### config.mk
export PLATFORM = sky130hd
export DESIGN_NAME = sdi_ctrl
export DESIGN_NICKNAME = d
export VERILOG_FILES = /design/src/sdi_pkg.sv /design/src/sdi_ctrl.sv
export VERILOG_INCLUDE_DIRS = /design/src
export SDC_FILE = /design/constraint.sdc
export NUM_CORES = 1
export LEC_CHECK = 0
export ABC_CLOCK_PERIOD_IN_PS = 14570
export BUFFER_PORTS_ARGS = -buffer_cell sky130_fd_sc_hd__buf_2
export CELL_PAD_IN_SITES_DETAIL_PLACEMENT = 1
export CELL_PAD_IN_SITES_GLOBAL_PLACEMENT = 2
export CORE_ASPECT_RATIO = 1.4
export CORE_MARGIN = 4
export CORE_UTILIZATION = 40
export CTS_BUF_LIST = sky130_fd_sc_hd__clkbuf_8
export DETAILED_ROUTE_END_ITERATION = 10
export GPL_ROUTABILITY_DRIVEN = 1
export PLACE_DENSITY_LB_ADDON = 0.08
export SETUP_SLACK_MARGIN = 0.15
export SYNTH_ARGS = -nofsm -noshare
export SYNTH_HDL_FRONTEND = slang
export SYNTH_SLANG_ARGS = --single-unit
### constraint.sdc
create_clock -name ref_clk -period 14.57 [get_ports ref_clk]
set_clock_uncertainty 0.2 [all_clocks]
set_input_delay 1.457 -clock ref_clk [delete_from_list [all_inputs] [get_ports ref_clk]]
set_output_delay 1.457 -clock ref_clk [all_outputs]
set_load 0.01 [all_outputs]
### src/sdi_map.svh
`ifndef SDI_MAP_SVH
`define SDI_MAP_SVH

// ==========================================================================
// Register byte addresses
`define SDI_A2BCR_ADDR 32'hfec1_0008
`define SDI_A3BCR_ADDR 32'hfec1_000c
`define SDI_A2WCR_ADDR 32'hfec1_0028
`define SDI_A3WCR_ADDR 32'hfec1_002c
`define SDI_SDRAM_CONTROL_ADDR 32'hfec1_0044
`define SDI_REFRESH_TIMER_CONTROL_STATUS_ADDR 32'hfec1_0048
`define SDI_REFRESH_TIME_CONSTANT_ADDR 32'hfec1_0050
`define SDI_STAT_ADDR 32'hfec1_0060
`define SDI_MODE_WIN 20'hf_ec15
`define SDI_MODE_WIN_F 31:12
`define SDI_MODE_F 11:0

// ==========================================================================
// Reset values
`define SDI_A2BCR_RST 32'h36db_0600
`define SDI_A3BCR_RST 32'h0000_0000
`define SDI_A2WCR_RST 32'h0000_0540
`define SDI_A3WCR_RST 32'h0000_0000
`define SDI_SDRAM_CONTROL_RST 32'h0000_0000
`define SDI_REFRESH_TIMER_CONTROL_STATUS_RST 8'h00
`define SDI_REFRESH_TIME_CONSTANT_RST 8'h00

// ==========================================================================
// Field positions and codes
`define SDI_IWW_F 30:28
`define SDI_TYPE_F 15:12
`define SDI_BSZ_F 10:9
`define SDI_TYPE_SDRAM 4'h4
`define SDI_BSZ_16 2'h2
`define SDI_TRP_F 14:13
`define SDI_ACTIVATE_TO_COLUMN_F 11:10
`define SDI_CL_F 8:7
`define SDI_TRWL_F 3:2
`define SDI_TRC_F 1:0
`define SDI_REFRESH_ENABLE_B 11
`define SDI_REFRESH_KIND_B 10
`define SDI_POWER_DOWN_AFTER_ACCESS_B 9
`define SDI_BANK_ACTIVE_MODE_B 8
`define SDI_ROW_F 4:3
`define SDI_CMF_B 7
`define SDI_COMPARE_IRQ_ENABLE_B 6
`define SDI_CKS_F 5:3
`define SDI_RRC_F 2:0
`define SDI_LOW_F 7:0
`define SDI_KEY_F 31:16
`define SDI_KEY 16'ha55a
`define SDI_STAT_BUSY_B 0
`define SDI_STAT_DONE_B 1
`define SDI_INIT_REFS 4'h8
`define SDI_AP_PIN 11

// ==========================================================================
// Commands as {select_n, ras_n, cas_n, read_write_strobe_n}
`define SDI_CMD_DESEL 4'hf
`define SDI_CMD_PRECHARGE_ALL_CMD 4'h2
`define SDI_CMD_REF 4'h1
`define SDI_CMD_MRS 4'h0

`endif

### src/sdi_pkg.sv
package sdi_pkg;
  typedef enum logic [2:0] {
    ST_IDLE,
    ST_PRECHARGE_ALL_CMD,
    ST_PWAIT,
    ST_REF,
    ST_RWAIT,
    ST_MRS
  } sdi_state_e;
endpackage

### src/sdi_ctrl.sv
// Function
// Software programs area, wait and control registers before the mode write.
// Software keeps the memory idle 200 us after power-up before initializing.
// Mode-set is coded on select, row, column, strobe pins; address is the mode.
// A write into the mode window starts init; data ignored, address drives pins.
// Init opens with precharge-all, then idle cycles from precharge-to-activate field.
// Exactly eight consecutive auto-refreshes follow the precharge-all.
// Each init auto-refresh is followed by refresh-to-activate idle cycles.
// Mode-set is issued last, after the eighth refresh and its idle cycles.
// Write turnaround idle field sets idle cycles; code 001 means one.
// Memory type field code 0100 marks the area as synchronous DRAM.
// Bus width field code 10 selects a 16-bit data bus.
// Precharge-to-activate code 01 gives two cycles.
// Activate-to-column code 01 gives two cycles.
// Area CAS latency code 01 gives latency two.
// Write recovery code 10 gives two cycles.
// Refresh recovery code 10 gives six cycles.
// Refresh enable 1 enables refresh; refresh kind 0 selects auto-refresh.
// Power-down 0 keeps memory awake; bank-active 0 means auto-precharge.
// Row width code 01 selects twelve row bits.
// Compare interrupt enable gates the match flag request; 0 suppresses it.
// Prescale select 010 clocks the refresh counter at bus clock over 16.
// Refresh timer writes need key A55A in the upper halfword.
// Counter reaching the constant sets the flag, requests refresh, restarts.
`timescale 1ns/1ps
`default_nettype none
`include "sdi_map.svh"

module sdi_ctrl #(
  parameter int ADDR_W = 15
) (
  input wire logic ref_clk,
  input wire logic rst_n,
  input wire logic ce,
  input wire logic [31:0] bus_addr,
  input wire logic [31:0] bus_wdata,
  input wire logic bus_wr,
  input wire logic bus_rd,
  output logic [31:0] bus_rdata,
  output logic sdram_area_select_n,
  output logic ras_n,
  output logic cas_n,
  output logic read_write_strobe_n,
  output logic [ADDR_W-1:0] sdram_addr,
  output logic refresh_irq,
  output logic area_is_sdram,
  output logic bus_width_16,
  output logic [2:0] write_turnaround_idle,
  output logic [3:0] activate_to_column,
  output logic [3:0] area_cas_latency,
  output logic [3:0] write_recovery,
  output logic [3:0] area_row_width,
  output logic auto_precharge_en,
  output logic power_down_after_access
);

  // ========================================================================
  // Code tables
  function automatic logic [3:0] one_based(input logic [1:0] code);
    one_based = {2'b00, code} + 4'h1;
  endfunction

  function automatic logic [3:0] refresh_gap(input logic [1:0] code);
    case (code)
      2'b00: refresh_gap = 4'h3;
      2'b01: refresh_gap = 4'h4;
      2'b10: refresh_gap = 4'h6;
      default: refresh_gap = 4'h9;
    endcase
  endfunction

  // Division minus one; code 000 stops the counter
  function automatic logic [11:0] presc_mask(input logic [2:0] code);
    case (code)
      3'b001: presc_mask = 12'h003;
      3'b010: presc_mask = 12'h00f;
      3'b011: presc_mask = 12'h03f;
      3'b100: presc_mask = 12'h0ff;
      3'b101: presc_mask = 12'h3ff;
      3'b110: presc_mask = 12'h7ff;
      3'b111: presc_mask = 12'hfff;
      default: presc_mask = 12'h000;
    endcase
  endfunction

  // ========================================================================
  // Reset release
  logic rst_meta_q;
  logic rst_sync_n;

  always_ff @(posedge ref_clk or negedge rst_n) begin
    if (!rst_n) begin
      rst_meta_q <= 1'b0;
      rst_sync_n <= 1'b0;
    end else begin
      rst_meta_q <= 1'b1;
      rst_sync_n <= rst_meta_q;
    end
  end

  // ========================================================================
  // Declarations
  sdi_pkg::sdi_state_e state_q, state_d;
  logic [31:0] a2bcr_q, a3bcr_q, a2wcr_q, a3wcr_q, sdram_control_q;
  logic cmf_q, compare_irq_enable_q;
  logic [2:0] cks_q, rrc_q;
  logic [7:0] refresh_time_constant_q, rtcnt_q;
  logic [11:0] pre_q;
  logic rf_pend_q, init_q, done_q;
  logic [3:0] cnt_q, cnt_d, ref_cnt_q;
  logic [11:0] mode_q;
  localparam logic [7:0] refresh_timer_control_status_rst = `SDI_REFRESH_TIMER_CONTROL_STATUS_RST;

  // ========================================================================
  // Register decode
  wire key_ok = bus_wdata[`SDI_KEY_F] == `SDI_KEY;
  wire wr_a2bcr = bus_wr && bus_addr == `SDI_A2BCR_ADDR;
  wire wr_a3bcr = bus_wr && bus_addr == `SDI_A3BCR_ADDR;
  wire wr_a2wcr = bus_wr && bus_addr == `SDI_A2WCR_ADDR;
  wire wr_a3wcr = bus_wr && bus_addr == `SDI_A3WCR_ADDR;
  wire wr_sdram_control = bus_wr && bus_addr == `SDI_SDRAM_CONTROL_ADDR;
  wire wr_refresh_timer_control_status = bus_wr && bus_addr == `SDI_REFRESH_TIMER_CONTROL_STATUS_ADDR && key_ok;
  wire wr_refresh_time_constant = bus_wr && bus_addr == `SDI_REFRESH_TIME_CONSTANT_ADDR && key_ok;
  wire mode_wr = bus_wr && bus_addr[`SDI_MODE_WIN_F] == `SDI_MODE_WIN;
  // Settings must already be in place; the sequence reads them live
  wire start = mode_wr && state_q == sdi_pkg::ST_IDLE;

  wire [31:0] refresh_timer_control_status_rd = {24'h00_0000, cmf_q, compare_irq_enable_q, cks_q, rrc_q};
  wire [31:0] stat_rd = {30'h0000_0000, done_q, state_q != sdi_pkg::ST_IDLE};
  wire [31:0] rdata_d =
    !bus_rd ? bus_rdata :
    bus_addr == `SDI_A2BCR_ADDR ? a2bcr_q :
    bus_addr == `SDI_A3BCR_ADDR ? a3bcr_q :
    bus_addr == `SDI_A2WCR_ADDR ? a2wcr_q :
    bus_addr == `SDI_A3WCR_ADDR ? a3wcr_q :
    bus_addr == `SDI_SDRAM_CONTROL_ADDR ? sdram_control_q :
    bus_addr == `SDI_REFRESH_TIMER_CONTROL_STATUS_ADDR ? refresh_timer_control_status_rd :
    bus_addr == `SDI_REFRESH_TIME_CONSTANT_ADDR ? {24'h00_0000, refresh_time_constant_q} :
    bus_addr == `SDI_STAT_ADDR ? stat_rd : 32'h0000_0000;

  always_ff @(posedge ref_clk or negedge rst_sync_n) begin
    if (!rst_sync_n) begin
      a2bcr_q <= `SDI_A2BCR_RST;
      a3bcr_q <= `SDI_A3BCR_RST;
      a2wcr_q <= `SDI_A2WCR_RST;
      a3wcr_q <= `SDI_A3WCR_RST;
      sdram_control_q <= `SDI_SDRAM_CONTROL_RST;
      bus_rdata <= 32'h0000_0000;
    end else if (ce) begin
      if (wr_a2bcr) a2bcr_q <= bus_wdata;
      if (wr_a3bcr) a3bcr_q <= bus_wdata;
      if (wr_a2wcr) a2wcr_q <= bus_wdata;
      if (wr_a3wcr) a3wcr_q <= bus_wdata;
      if (wr_sdram_control) sdram_control_q <= bus_wdata;
      bus_rdata <= rdata_d;
    end
  end

  // ========================================================================
  // Timing fields, shared by both areas through the area-3 word
  wire [3:0] trp_cyc = one_based(a3wcr_q[`SDI_TRP_F]);
  wire [3:0] trc_cyc = refresh_gap(a3wcr_q[`SDI_TRC_F]);
  wire refresh_on = sdram_control_q[`SDI_REFRESH_ENABLE_B] && !sdram_control_q[`SDI_REFRESH_KIND_B];

  // ========================================================================
  // Refresh timer
  wire [11:0] mask = presc_mask(cks_q);
  wire tick = cks_q != 3'b000 && (pre_q & mask) == mask;
  wire match = tick && rtcnt_q == refresh_time_constant_q;
  wire cmf_clr = wr_refresh_timer_control_status && !bus_wdata[`SDI_CMF_B];
  wire rf_take = state_d == sdi_pkg::ST_REF && !init_q && !start;

  always_ff @(posedge ref_clk or negedge rst_sync_n) begin
    if (!rst_sync_n) begin
      cmf_q <= refresh_timer_control_status_rst[`SDI_CMF_B];
      compare_irq_enable_q <= refresh_timer_control_status_rst[`SDI_COMPARE_IRQ_ENABLE_B];
      cks_q <= refresh_timer_control_status_rst[`SDI_CKS_F];
      rrc_q <= refresh_timer_control_status_rst[`SDI_RRC_F];
      refresh_time_constant_q <= `SDI_REFRESH_TIME_CONSTANT_RST;
      rtcnt_q <= 8'h00;
      pre_q <= 12'h000;
      rf_pend_q <= 1'b0;
    end else if (ce) begin
      // A new match beats a clear in the same cycle
      cmf_q <= match || (cmf_q && !cmf_clr);
      rf_pend_q <= (match && refresh_on) || (rf_pend_q && !rf_take);
      if (wr_refresh_timer_control_status) begin
        compare_irq_enable_q <= bus_wdata[`SDI_COMPARE_IRQ_ENABLE_B];
        cks_q <= bus_wdata[`SDI_CKS_F];
        rrc_q <= bus_wdata[`SDI_RRC_F];
      end
      if (wr_refresh_time_constant) refresh_time_constant_q <= bus_wdata[`SDI_LOW_F];
      pre_q <= (tick || cks_q == 3'b000) ? 12'h000 : pre_q + 12'h001;
      if (match) rtcnt_q <= 8'h00;
      else if (tick) rtcnt_q <= rtcnt_q + 8'h01;
    end
  end

  // ========================================================================
  // Command sequencer
  always_comb begin
    state_d = state_q;
    cnt_d = cnt_q;
    case (state_q)
      sdi_pkg::ST_IDLE: begin
        if (start) begin
          state_d = sdi_pkg::ST_PRECHARGE_ALL_CMD;
        end else if (rf_pend_q) begin
          state_d = sdi_pkg::ST_REF;
        end
      end
      sdi_pkg::ST_PRECHARGE_ALL_CMD: begin
        state_d = sdi_pkg::ST_PWAIT;
        cnt_d = trp_cyc - 4'h1;
      end
      sdi_pkg::ST_PWAIT: begin
        if (cnt_q == 4'h0) state_d = sdi_pkg::ST_REF;
        else cnt_d = cnt_q - 4'h1;
      end
      sdi_pkg::ST_REF: begin
        state_d = sdi_pkg::ST_RWAIT;
        cnt_d = trc_cyc - 4'h1;
      end
      sdi_pkg::ST_RWAIT: begin
        if (cnt_q != 4'h0) begin
          cnt_d = cnt_q - 4'h1;
        end else if (!init_q) begin
          state_d = sdi_pkg::ST_IDLE;
        end else if (ref_cnt_q == `SDI_INIT_REFS) begin
          state_d = sdi_pkg::ST_MRS;
        end else begin
          state_d = sdi_pkg::ST_REF;
        end
      end
      sdi_pkg::ST_MRS: state_d = sdi_pkg::ST_IDLE;
      default: state_d = sdi_pkg::ST_IDLE;
    endcase
  end

  // Pins are registered from the next state so they line up with state_q
  wire [3:0] cmd_d =
    state_d == sdi_pkg::ST_PRECHARGE_ALL_CMD ? `SDI_CMD_PRECHARGE_ALL_CMD :
    state_d == sdi_pkg::ST_REF ? `SDI_CMD_REF :
    state_d == sdi_pkg::ST_MRS ? `SDI_CMD_MRS : `SDI_CMD_DESEL;
  wire [ADDR_W-1:0] precharge_all_cmd_addr = ADDR_W'(1) << `SDI_AP_PIN;
  wire [ADDR_W-1:0] addr_d =
    state_d == sdi_pkg::ST_PRECHARGE_ALL_CMD ? precharge_all_cmd_addr :
    state_d == sdi_pkg::ST_MRS ? ADDR_W'(mode_q) : '0;

  always_ff @(posedge ref_clk or negedge rst_sync_n) begin
    if (!rst_sync_n) begin
      state_q <= sdi_pkg::ST_IDLE;
      cnt_q <= 4'h0;
      ref_cnt_q <= 4'h0;
      init_q <= 1'b0;
      done_q <= 1'b0;
      mode_q <= 12'h000;
      {sdram_area_select_n, ras_n, cas_n, read_write_strobe_n} <= `SDI_CMD_DESEL;
      sdram_addr <= '0;
    end else if (ce) begin
      state_q <= state_d;
      cnt_q <= cnt_d;
      // Write data is dropped; only the address carries the mode
      if (start) begin
        mode_q <= bus_addr[`SDI_MODE_F];
        init_q <= 1'b1;
        ref_cnt_q <= 4'h0;
      end else if (init_q && state_q == sdi_pkg::ST_REF) begin
        ref_cnt_q <= ref_cnt_q + 4'h1;
      end
      if (state_q == sdi_pkg::ST_MRS) begin
        init_q <= 1'b0;
        done_q <= 1'b1;
      end
      {sdram_area_select_n, ras_n, cas_n, read_write_strobe_n} <= cmd_d;
      sdram_addr <= addr_d;
    end
  end

  // ========================================================================
  // Decoded settings for the access path
  always_ff @(posedge ref_clk or negedge rst_sync_n) begin
    if (!rst_sync_n) begin
      refresh_irq <= 1'b0;
      area_is_sdram <= 1'b0;
      bus_width_16 <= 1'b0;
      write_turnaround_idle <= 3'b000;
      activate_to_column <= 4'h1;
      area_cas_latency <= 4'h1;
      write_recovery <= 4'h0;
      area_row_width <= 4'hb;
      auto_precharge_en <= 1'b1;
      power_down_after_access <= 1'b0;
    end else if (ce) begin
      refresh_irq <= cmf_q && compare_irq_enable_q;
      area_is_sdram <= a3bcr_q[`SDI_TYPE_F] == `SDI_TYPE_SDRAM;
      bus_width_16 <= a3bcr_q[`SDI_BSZ_F] == `SDI_BSZ_16;
      write_turnaround_idle <= a3bcr_q[`SDI_IWW_F];
      activate_to_column <= one_based(a3wcr_q[`SDI_ACTIVATE_TO_COLUMN_F]);
      area_cas_latency <= one_based(a3wcr_q[`SDI_CL_F]);
      write_recovery <= {2'b00, a3wcr_q[`SDI_TRWL_F]};
      area_row_width <= 4'hb + {2'b00, sdram_control_q[`SDI_ROW_F]};
      auto_precharge_en <= !sdram_control_q[`SDI_BANK_ACTIVE_MODE_B];
      power_down_after_access <= sdram_control_q[`SDI_POWER_DOWN_AFTER_ACCESS_B];
    end
  end
endmodule

`default_nettype wire

==> results of run 1 <==
[placed cells by master (no fill, tap or decap), drive strengths merged, types with 7 or more instances in the layout]
cell and n:
dfrtp 267, mux2 196, buf 149, o21ai 96, nand2 80, nor2 68, clkbuf 59, inv 41
a21oi 36, a22o 24, a211oi 24, dfstp 23, a22oi 22, nand3 19, o31ai 15, o22ai 12
ha 11, nand4 10, nor3 10, nor2b 9, xnor2 9, conb 9, o2bb2ai 8, a2bb2oi 8
clkinv 8, nor4 8, nand2b 7, and3 7, a221oi 7
[worst paths after layout]
kind / startpoint / endpoint / slack, ns
setup reg to reg: state_q[2] / mode_q[10] / 11.67
hold / removal: rst_sync_n / write_turnaround_idle[1] / 0.09
hold reg to reg: rst_sync_n / write_turnaround_idle[1] / 0.09
setup / recovery: bus_addr[2] / bus_rdata[13] / 9.79
max in group asynchronous: rst_sync_n / sdram_addr[1] / 11.99
min in group ref_clk: rst_meta_q / rst_sync_n / 0.15
[metal layers]
layer | GRT usage, % | up-vias | wire length [um]
met3 | 4.07 | 72 | 1840
met4 | 6.31 | 0 | 987
met2 | 39.8 | 212 | 20900
li1 | - | 4444 | -
met5 | 0 | - | 0
met1 | 26.3 | 5022 | 16100
[state kept, by name, indices dropped and copies added (netlist names), 4 cells and up]
register                 count
cnt_q                        4
bus_rdata                   32
ref_cnt_q                    4
refresh_time_constant_q      8
a2wcr_q                     32
a3bcr_q                     32
sdram_addr                  12
a2bcr_q                     32
a3wcr_q                     32
rtcnt_q                      8
sdram_control_q             32
pre_q                       12
mode_q                      12
[logic make-up (layout without fill, tap and decap cells)]
kind of cell / Yosys count / count (layout) / synth area share [%]
flops: 290 / 290 / 53.9
xor+xnor: 11 / 11 / 0.712
other cells: 2 / 9 / 0.0555
compound gates: 283 / 283 / 13.8
buf+inv: 92 / 258 / 3.39
mux: 201 / 201 / 17.5
simple gates: 250 / 250 / 9.67
fa+ha+maj: 11 / 11 / 1.02
[report_power, final]
part | total [mW] | switching, mW | internal [mW] | leakage (nW)
Combinational | 0.183 | 0.117 | 0.0662 | 2.99
Sequential | 0.860 | 0.0296 | 0.831 | 3.91
Clock | 0.700 | 0.334 | 0.366 | 0.564
[area by class of cell]
type / instances / area [um2]
Fill cell: 3686 / 17800
Sequential cell: 290 / 7290
Multi-Input combinational cell: 765 / 5820
Clock buffer: 59 / 812
Timing Repair Buffer: 149 / 781
Tap cell: 445 / 557
Clock inverter: 29 / 125
Inverter: 21 / 78.8
==> run_results.csv, run 1 <==
group,metric,value,unit
timing,min_period,4.78,ns
power,leakagePower,7.47,nW
power,powerDensity,113,mW/mm2
synthesis,synthMostInstantiatedCell,"dfrtp_1",
clocking,cts_resized,0,
cells_and_area,final_nets,1355,
timing,slew_viol_final,0,
worst_setup_path,crit_path_end_kind,"register",
synthesis,yosysSeqAreaShare,53.9,%
routing,wl_per_cell,22.7,um
routing,avgViaCountPerCell,5.55,
clocking,clock_latency,0.59,ns
power,ir_drop,0.0000649,V
synthesis,yosysWarnings,0,
clocking,cts-root-buf,"clkbuf_8",
synthesis,synth_seq_cells,290,
routing,drt_iter0_drc,405,
place,place_area,0.0145,mm2
timing,period_share,32.8,%
worst_setup_path,slowest_delay,0.90,ns
synthesis,synth_top_cell_by_area,"dfrtp_1",
cells_and_area,area_growth,14.3,%
worst_setup_path,cp.arrival,5.08,ns
cells_and_area,finish.utilization,46.4,%
floorplanning,core-area,0.0333,mm2
timing,fmax,209,MHz
worst_setup_path,worstRegToRegCells,4,
clocking,cts_setup_buffers,0,
timing,setup_violations,0,
cells_and_area,antennaDiodeCount,0,
worst_setup_path,path_cells,"buf_2, nor2b_1, and2_1, nand2_1, nor2_1, a21oi_1, o22ai_1",
worst_setup_path,setup.worst_path.start_class,"primary input",
place,pre_cts_ws,9.09,ns
global_routing,grt_use_total,21.9,%
global_routing,grt_pass1_wl,62700,um
power,p_total,1.74,mW
timing,grt_setup_unrepaired,"false",
global_routing,grt_max_degree,69,
synthesis,synth_area_leaders,"dfrtp_1, mux2_2, dfstp_2, o21ai_0, mux2_4",
routing,routed_wirelength,39800,um
timing,finalSetupTns,0,ns
worst_setup_path,path_depth,7,
worst_setup_path,crit_family,"simple AND/OR/NAND/NOR gates",
floorplanning,start_util,40.6,%
routing,drc_errors,0,
clocking,cts_tree,"yes",
routing,ant_nets,0,
worst_setup_path,cp_slowest_cell,"and2_1",
timing,hold_viol,0,
timing,setup_ws,9.79,ns
synthesis,synth-main-ff-cell,"dfrtp_1",
worst_setup_path,crit_type,"primary input to register",
cells_and_area,drive_gt1_share,34.7,%
status,status,"complete, no violations",
place,place_inst,1670,
synthesis,synth_common_cells,"dfrtp_1, mux2_2, o21ai_0, nand2_1, nor2_1",
synthesis,syn_avg_cell_area,11.9,um2
synthesis,synth_edf_count,0,
cells_and_area,design_area,0.0155,mm2
clocking,numCtsBuffers,48,
place,dp_hpwl,27100,um
synthesis,synthCells,1140,
clocking,clock_sinks,290,
floorplanning,die_area,0.0369,mm2
place,gp_congestion,0.773,
worst_setup_path,crit_fanout,22,
synthesis,async_reset_ff_share,100,%
timing,hold_ws,0.0946,ns
synthesis,yosysUniqueCellTypes,74,
clocking,clkTransAtPathRegs,0.06,ns
clocking,clockBufferDepth,3,
global_routing,grt_pass1_vias,10700,
timing,timing.slew.headroom,21.5,%
cells_and_area,final_cells,1758,
synthesis,syn_area,0.0135,mm2
floorplanning,rows,79,
timing,worst_pin_slew,1.17,ns
routing,num_vias,9750,
floorplanning,io_pins,144,
global_routing,overflow,0,
worst_setup_path,crit_required,14.86,ns
floorplanning,die_h,226,um
worst_hold_path,min-delay-path-class,"register to async pin",
clocking,holdBufCountCts,0,
clocking,h-tree-depth,2,
worst_setup_path,critPathBufInv,1,
floorplanning,die_x,163,um
synthesis,yosysTopAreaCellShare,49.4,%
place,numPortBuffers,135,
routing,drt-pass1-iter-count,5,
job,drv_cap,0,
global_routing,grt_antenna_before_repair,0,
Power figures use the tool's default switching activity.
==> run 2, diff against run 1 <==
--- a/config.mk
+++ b/config.mk
@@ -6,13 +6,14 @@
 export SDC_FILE = /design/constraint.sdc
 export NUM_CORES = 1
 export LEC_CHECK = 0
-export ABC_CLOCK_PERIOD_IN_PS = 14570
+export ABC_AREA = 1
+export ABC_CLOCK_PERIOD_IN_PS = 4300
 export BUFFER_PORTS_ARGS = -buffer_cell sky130_fd_sc_hd__buf_2
 export CELL_PAD_IN_SITES_DETAIL_PLACEMENT = 1
 export CELL_PAD_IN_SITES_GLOBAL_PLACEMENT = 2
 export CORE_ASPECT_RATIO = 1.4
 export CORE_MARGIN = 4
-export CORE_UTILIZATION = 40
+export CORE_UTILIZATION = 33
 export CTS_BUF_LIST = sky130_fd_sc_hd__clkbuf_8
 export DETAILED_ROUTE_END_ITERATION = 10
 export GPL_ROUTABILITY_DRIVEN = 1
==> constraint.sdc (replaced) <==
create_clock -name ref_clk -period 4.3 [get_ports ref_clk]
set_clock_uncertainty 0.2 [all_clocks]
set_input_delay 0.43 -clock ref_clk [delete_from_list [all_inputs] [get_ports ref_clk]]
set_output_delay 0.43 -clock ref_clk [all_outputs]
set_load 0.01 [all_outputs]
==> run 2 against run 1 <==
  * Register-to-register slack got worse by 10 ns
  * Die area increased by 18%
  * Count of clock-buffer cells in the layout grew 1
  * Non-clock buffer count increased by 52
  * Core utilization shrank 6.0 points
  * Total power rose to 3.5 times the previous value
  * Global-route usage fell by 2.9 points
  * Clock power rose to 3.7 times the previous value
  * Via count grew 15%
  * Critical path type unchanged
  * Largest power group unchanged
==> run_results.csv, run 2 <==
group,metric,value,unit
worst_hold_path,hold_path_depth,0,
worst_setup_path,cp_common_cell,"nand2_2",
clocking,numCtsBuffers,49,
floorplanning,io_pins,144,
timing,worst_pin_slew,0.882,ns
status,status,"complete, no violations",
power,swShare,27.3,%
global_routing,grt_antenna_before_repair,1,
synthesis,syn_area,0.0132,mm2
worst_setup_path,path_cells,"dlygate4sd3_1, buf_2, inv_1, nand2_1, nor2_1, nand2_2, inv_2, nand2_2, nor3_1, nand2_2, buf_4, nand2_1, o21ai_1",
global_routing,grt_use_total,18.9,%
worst_hold_path,min-delay-path-class,"register to register",
synthesis,synth-main-ff-cell,"dfrtp_1",
synthesis,synthMostInstantiatedCell,"nand2_1",
worst_hold_path,whs_endpoint,"rst_sync_n",
worst_setup_path,r2r_slack,1.65,ns
power,powerDensity,378,mW/mm2
clocking,clock_sinks,290,
timing,period_share,65.2,%
worst_setup_path,reg2reg_from,"state_q[0]",
timing,timing.slew.headroom,41.2,%
floorplanning,start_util,33.4,%
synthesis,synth_area_leaders,"dfrtp_1, nand2_1, inv_1, o21ai_1, dfstp_2",
power,combPwrFrac,10.0,%
worst_hold_path,min_from,"rst_meta_q",
timing,hold_viol,0,
timing,slew_viol_final,0,
place,numPortBuffers,135,
routing,drt-pass1-iter-count,4,
synthesis,yosysUniqueCellTypes,41,
power,ir_drop,0.000218,V
worst_setup_path,cp.arrival,3.05,ns
worst_setup_path,worstRegToRegCells,11,
job,drv_cap,0,
timing,setup_violations,0,
cells_and_area,drive_gt1_share,15.5,%
floorplanning,die_x,177,um
floorplanning,rows,86,
clocking,clkTransAtPathRegs,0.06,ns
place,gp_congestion,0.786,
synthesis,synth_common_cells,"nand2_1, dfrtp_1, inv_1, o21ai_1, nor2_1",
clocking,cts-root-buf,"clkbuf_8",
synthesis,async_reset_ff_share,100,%
power,intPower,4.39,mW
cells_and_area,multiInputGateArea,0.00484,mm2
timing,min_period,2.80,ns
global_routing,grt_max_degree,96,
routing,drc_errors,0,
clocking,cts_setup_buffers,0,
worst_setup_path,slowest_delay,0.54,ns
synthesis,yosysWarnings,0,
synthesis,synth_edf_count,0,
worst_setup_path,crit_path_end_kind,"register",
floorplanning,die_h,245,um
worst_setup_path,crit_type,"primary input to register",
synthesis,yosysSeqAreaShare,55.2,%
routing,num_vias,11200,
synthesis,synth_seq_cells,290,
synthesis,yosysTopAreaCellShare,50.6,%
global_routing,grt_pass1_vias,11800,
floorplanning,die_area,0.0433,mm2
timing,finalSetupTns,0,ns
worst_setup_path,crit_required,4.55,ns
worst_setup_path,r2r-end,"sdram_addr[3]",
worst_setup_path,cp_slowest_cell,"dlygate4sd3_1",
power,p_total,6.04,mW
synthesis,syn_avg_cell_area,8.19,um2
cells_and_area,regArea,0.00729,mm2
cells_and_area,final_common_cell,"nand2_1",
timing,grt_setup_unrepaired,"false",
clocking,holdBufCountCts,46,
routing,drt_iter0_drc,395,
clocking,cts_tree,"yes",
worst_setup_path,setup.worst_path.start_class,"primary input",
floorplanning,core-area,0.0395,mm2
place,dp_hpwl,26500,um
synthesis,synth_top_cell_by_area,"dfrtp_1",
power,power.share.clock,42.5,%
synthesis,synthCells,1612,
power,p_switching,1.65,mW
routing,ant_nets,0,
clocking,h-tree-depth,2,
cells_and_area,fill_cells,4831,
clocking,cts_resized,0,
cells_and_area,final_cell_mix,"nand2_1, dfrtp_1, inv_1",
cells_and_area,final_nets,1875,
power,pwr-share-seq,47.5,%
routing,routed_wirelength,40500,um
global_routing,grt_pass1_wl,65200,um
cells_and_area,area_growth,20.8,%
worst_setup_path,crit_fanout,50,
global_routing,overflow,0,
clocking,clock_latency,0.60,ns
routing,avgViaCountPerCell,4.73,
clocking,clockBufferDepth,3,
timing,fmax,357,MHz
routing,wl_per_cell,17.1,um
power,leakagePower,8.09,nW
==> run 2: cell count changes in the layout (fill, tap and decap cells not counted), sizes merged, moves of 29 or more <==
cell,change
nand2,+413
dlygate4sd3,+46
nand3,+49
o21ai,+94
mux2,-196
inv,+189
a21oi,+29
==> run 2: logic make-up (layout without fill, tap and decap cells) <==
kind of cell | after synthesis | in the layout | synth area share [%]
buffers and inverters | 287 | 504 | 8.63
XOR/XNOR | 17 | 17 | 1.13
flip-flops | 290 | 290 | 55.2
AO/OA/AOI/OAI | 294 | 294 | 11.6
AND/OR/NAND/NOR | 711 | 711 | 22.3
other | 2 | 10 | 0.0569
adder cells (fa/ha/maj) | 11 | 11 | 1.04
==> run 2: per-layer routing <==
| metal | vias to the layer above | routed length, um | track usage, % |
|---|---|---|---|
| met3 | 56 | 1300 | 2.51 |
| met4 | 0 | 884 | 5.15 |
| li1 | 5473 | - | - |
| met1 | 5511 | 17500 | 23.4 |
| met5 | - | 0 | 0 |
| met2 | 158 | 20800 | 34.5 |
==> run 2: final cells by class <==
cell class / instances / area share [%]
multi-input cells: 1042 / 30.4
flip-flops and latches: 290 / 45.7
repair buffers: 201 / 8.38
clock inverters: 32 / 1.26
inverters: 211 / 4.97
well taps: 528 / 4.14
clock buffers: 60 / 5.18
diodes: 1 / 0.0157
==> run 2: metrics by stage <==
step,hold WS (ns),worst slack [ns],utilization (%),instances,area (um2)
global placement,0.0168,1.34,36.6,2226,14500
finish,0.165,1.50,40.4,2365,16000
CTS,0.144,1.49,40.4,2364,15900
floorplan,-0.0656,1.22,-,1619,13200
detailed placement,0.0214,1.29,36.6,2226,14500
global route,0.170,1.26,40.4,2365,16000
==> run 2: worst max path at each step <==
stage	cells past startpoint	slack, ns	endpoint	start
after floorplan	0	1.22	a2bcr_q[0]	rst_sync_n
after global placement	15	1.34	sdram_addr[4]	bus_addr[24]
after detailed placement	15	1.29	sdram_addr[10]	bus_addr[24]
after CTS	13	1.49	a3bcr_q[2]	bus_addr[8]
after global routing	13	1.26	a3bcr_q[2]	bus_addr[11]
final	13	1.50	a3bcr_q[16]	bus_addr[11]
==> run 2: power by group through the flow <==
stage | sequential, mW | clock, mW | combinational (mW)
3_3_place_gp | 2.92 | 0 | 0.571
2_1_floorplan | 2.94 | 0 | 0.331
4_1_cts | 2.87 | 2.68 | 0.612
6_report | 2.87 | 2.57 | 0.602
3_5_place_dp | 2.92 | 0 | 0.576
5_1_grt | 2.88 | 2.80 | 0.686
==> run 2: critical path: cells and delay by family <==
kind / cells / cell delay, ns
buffers and inverters: 5 / 1.28
and+or+nand+nor: 7 / 1.25
AOI/OAI and AO/OA: 1 / 0.07
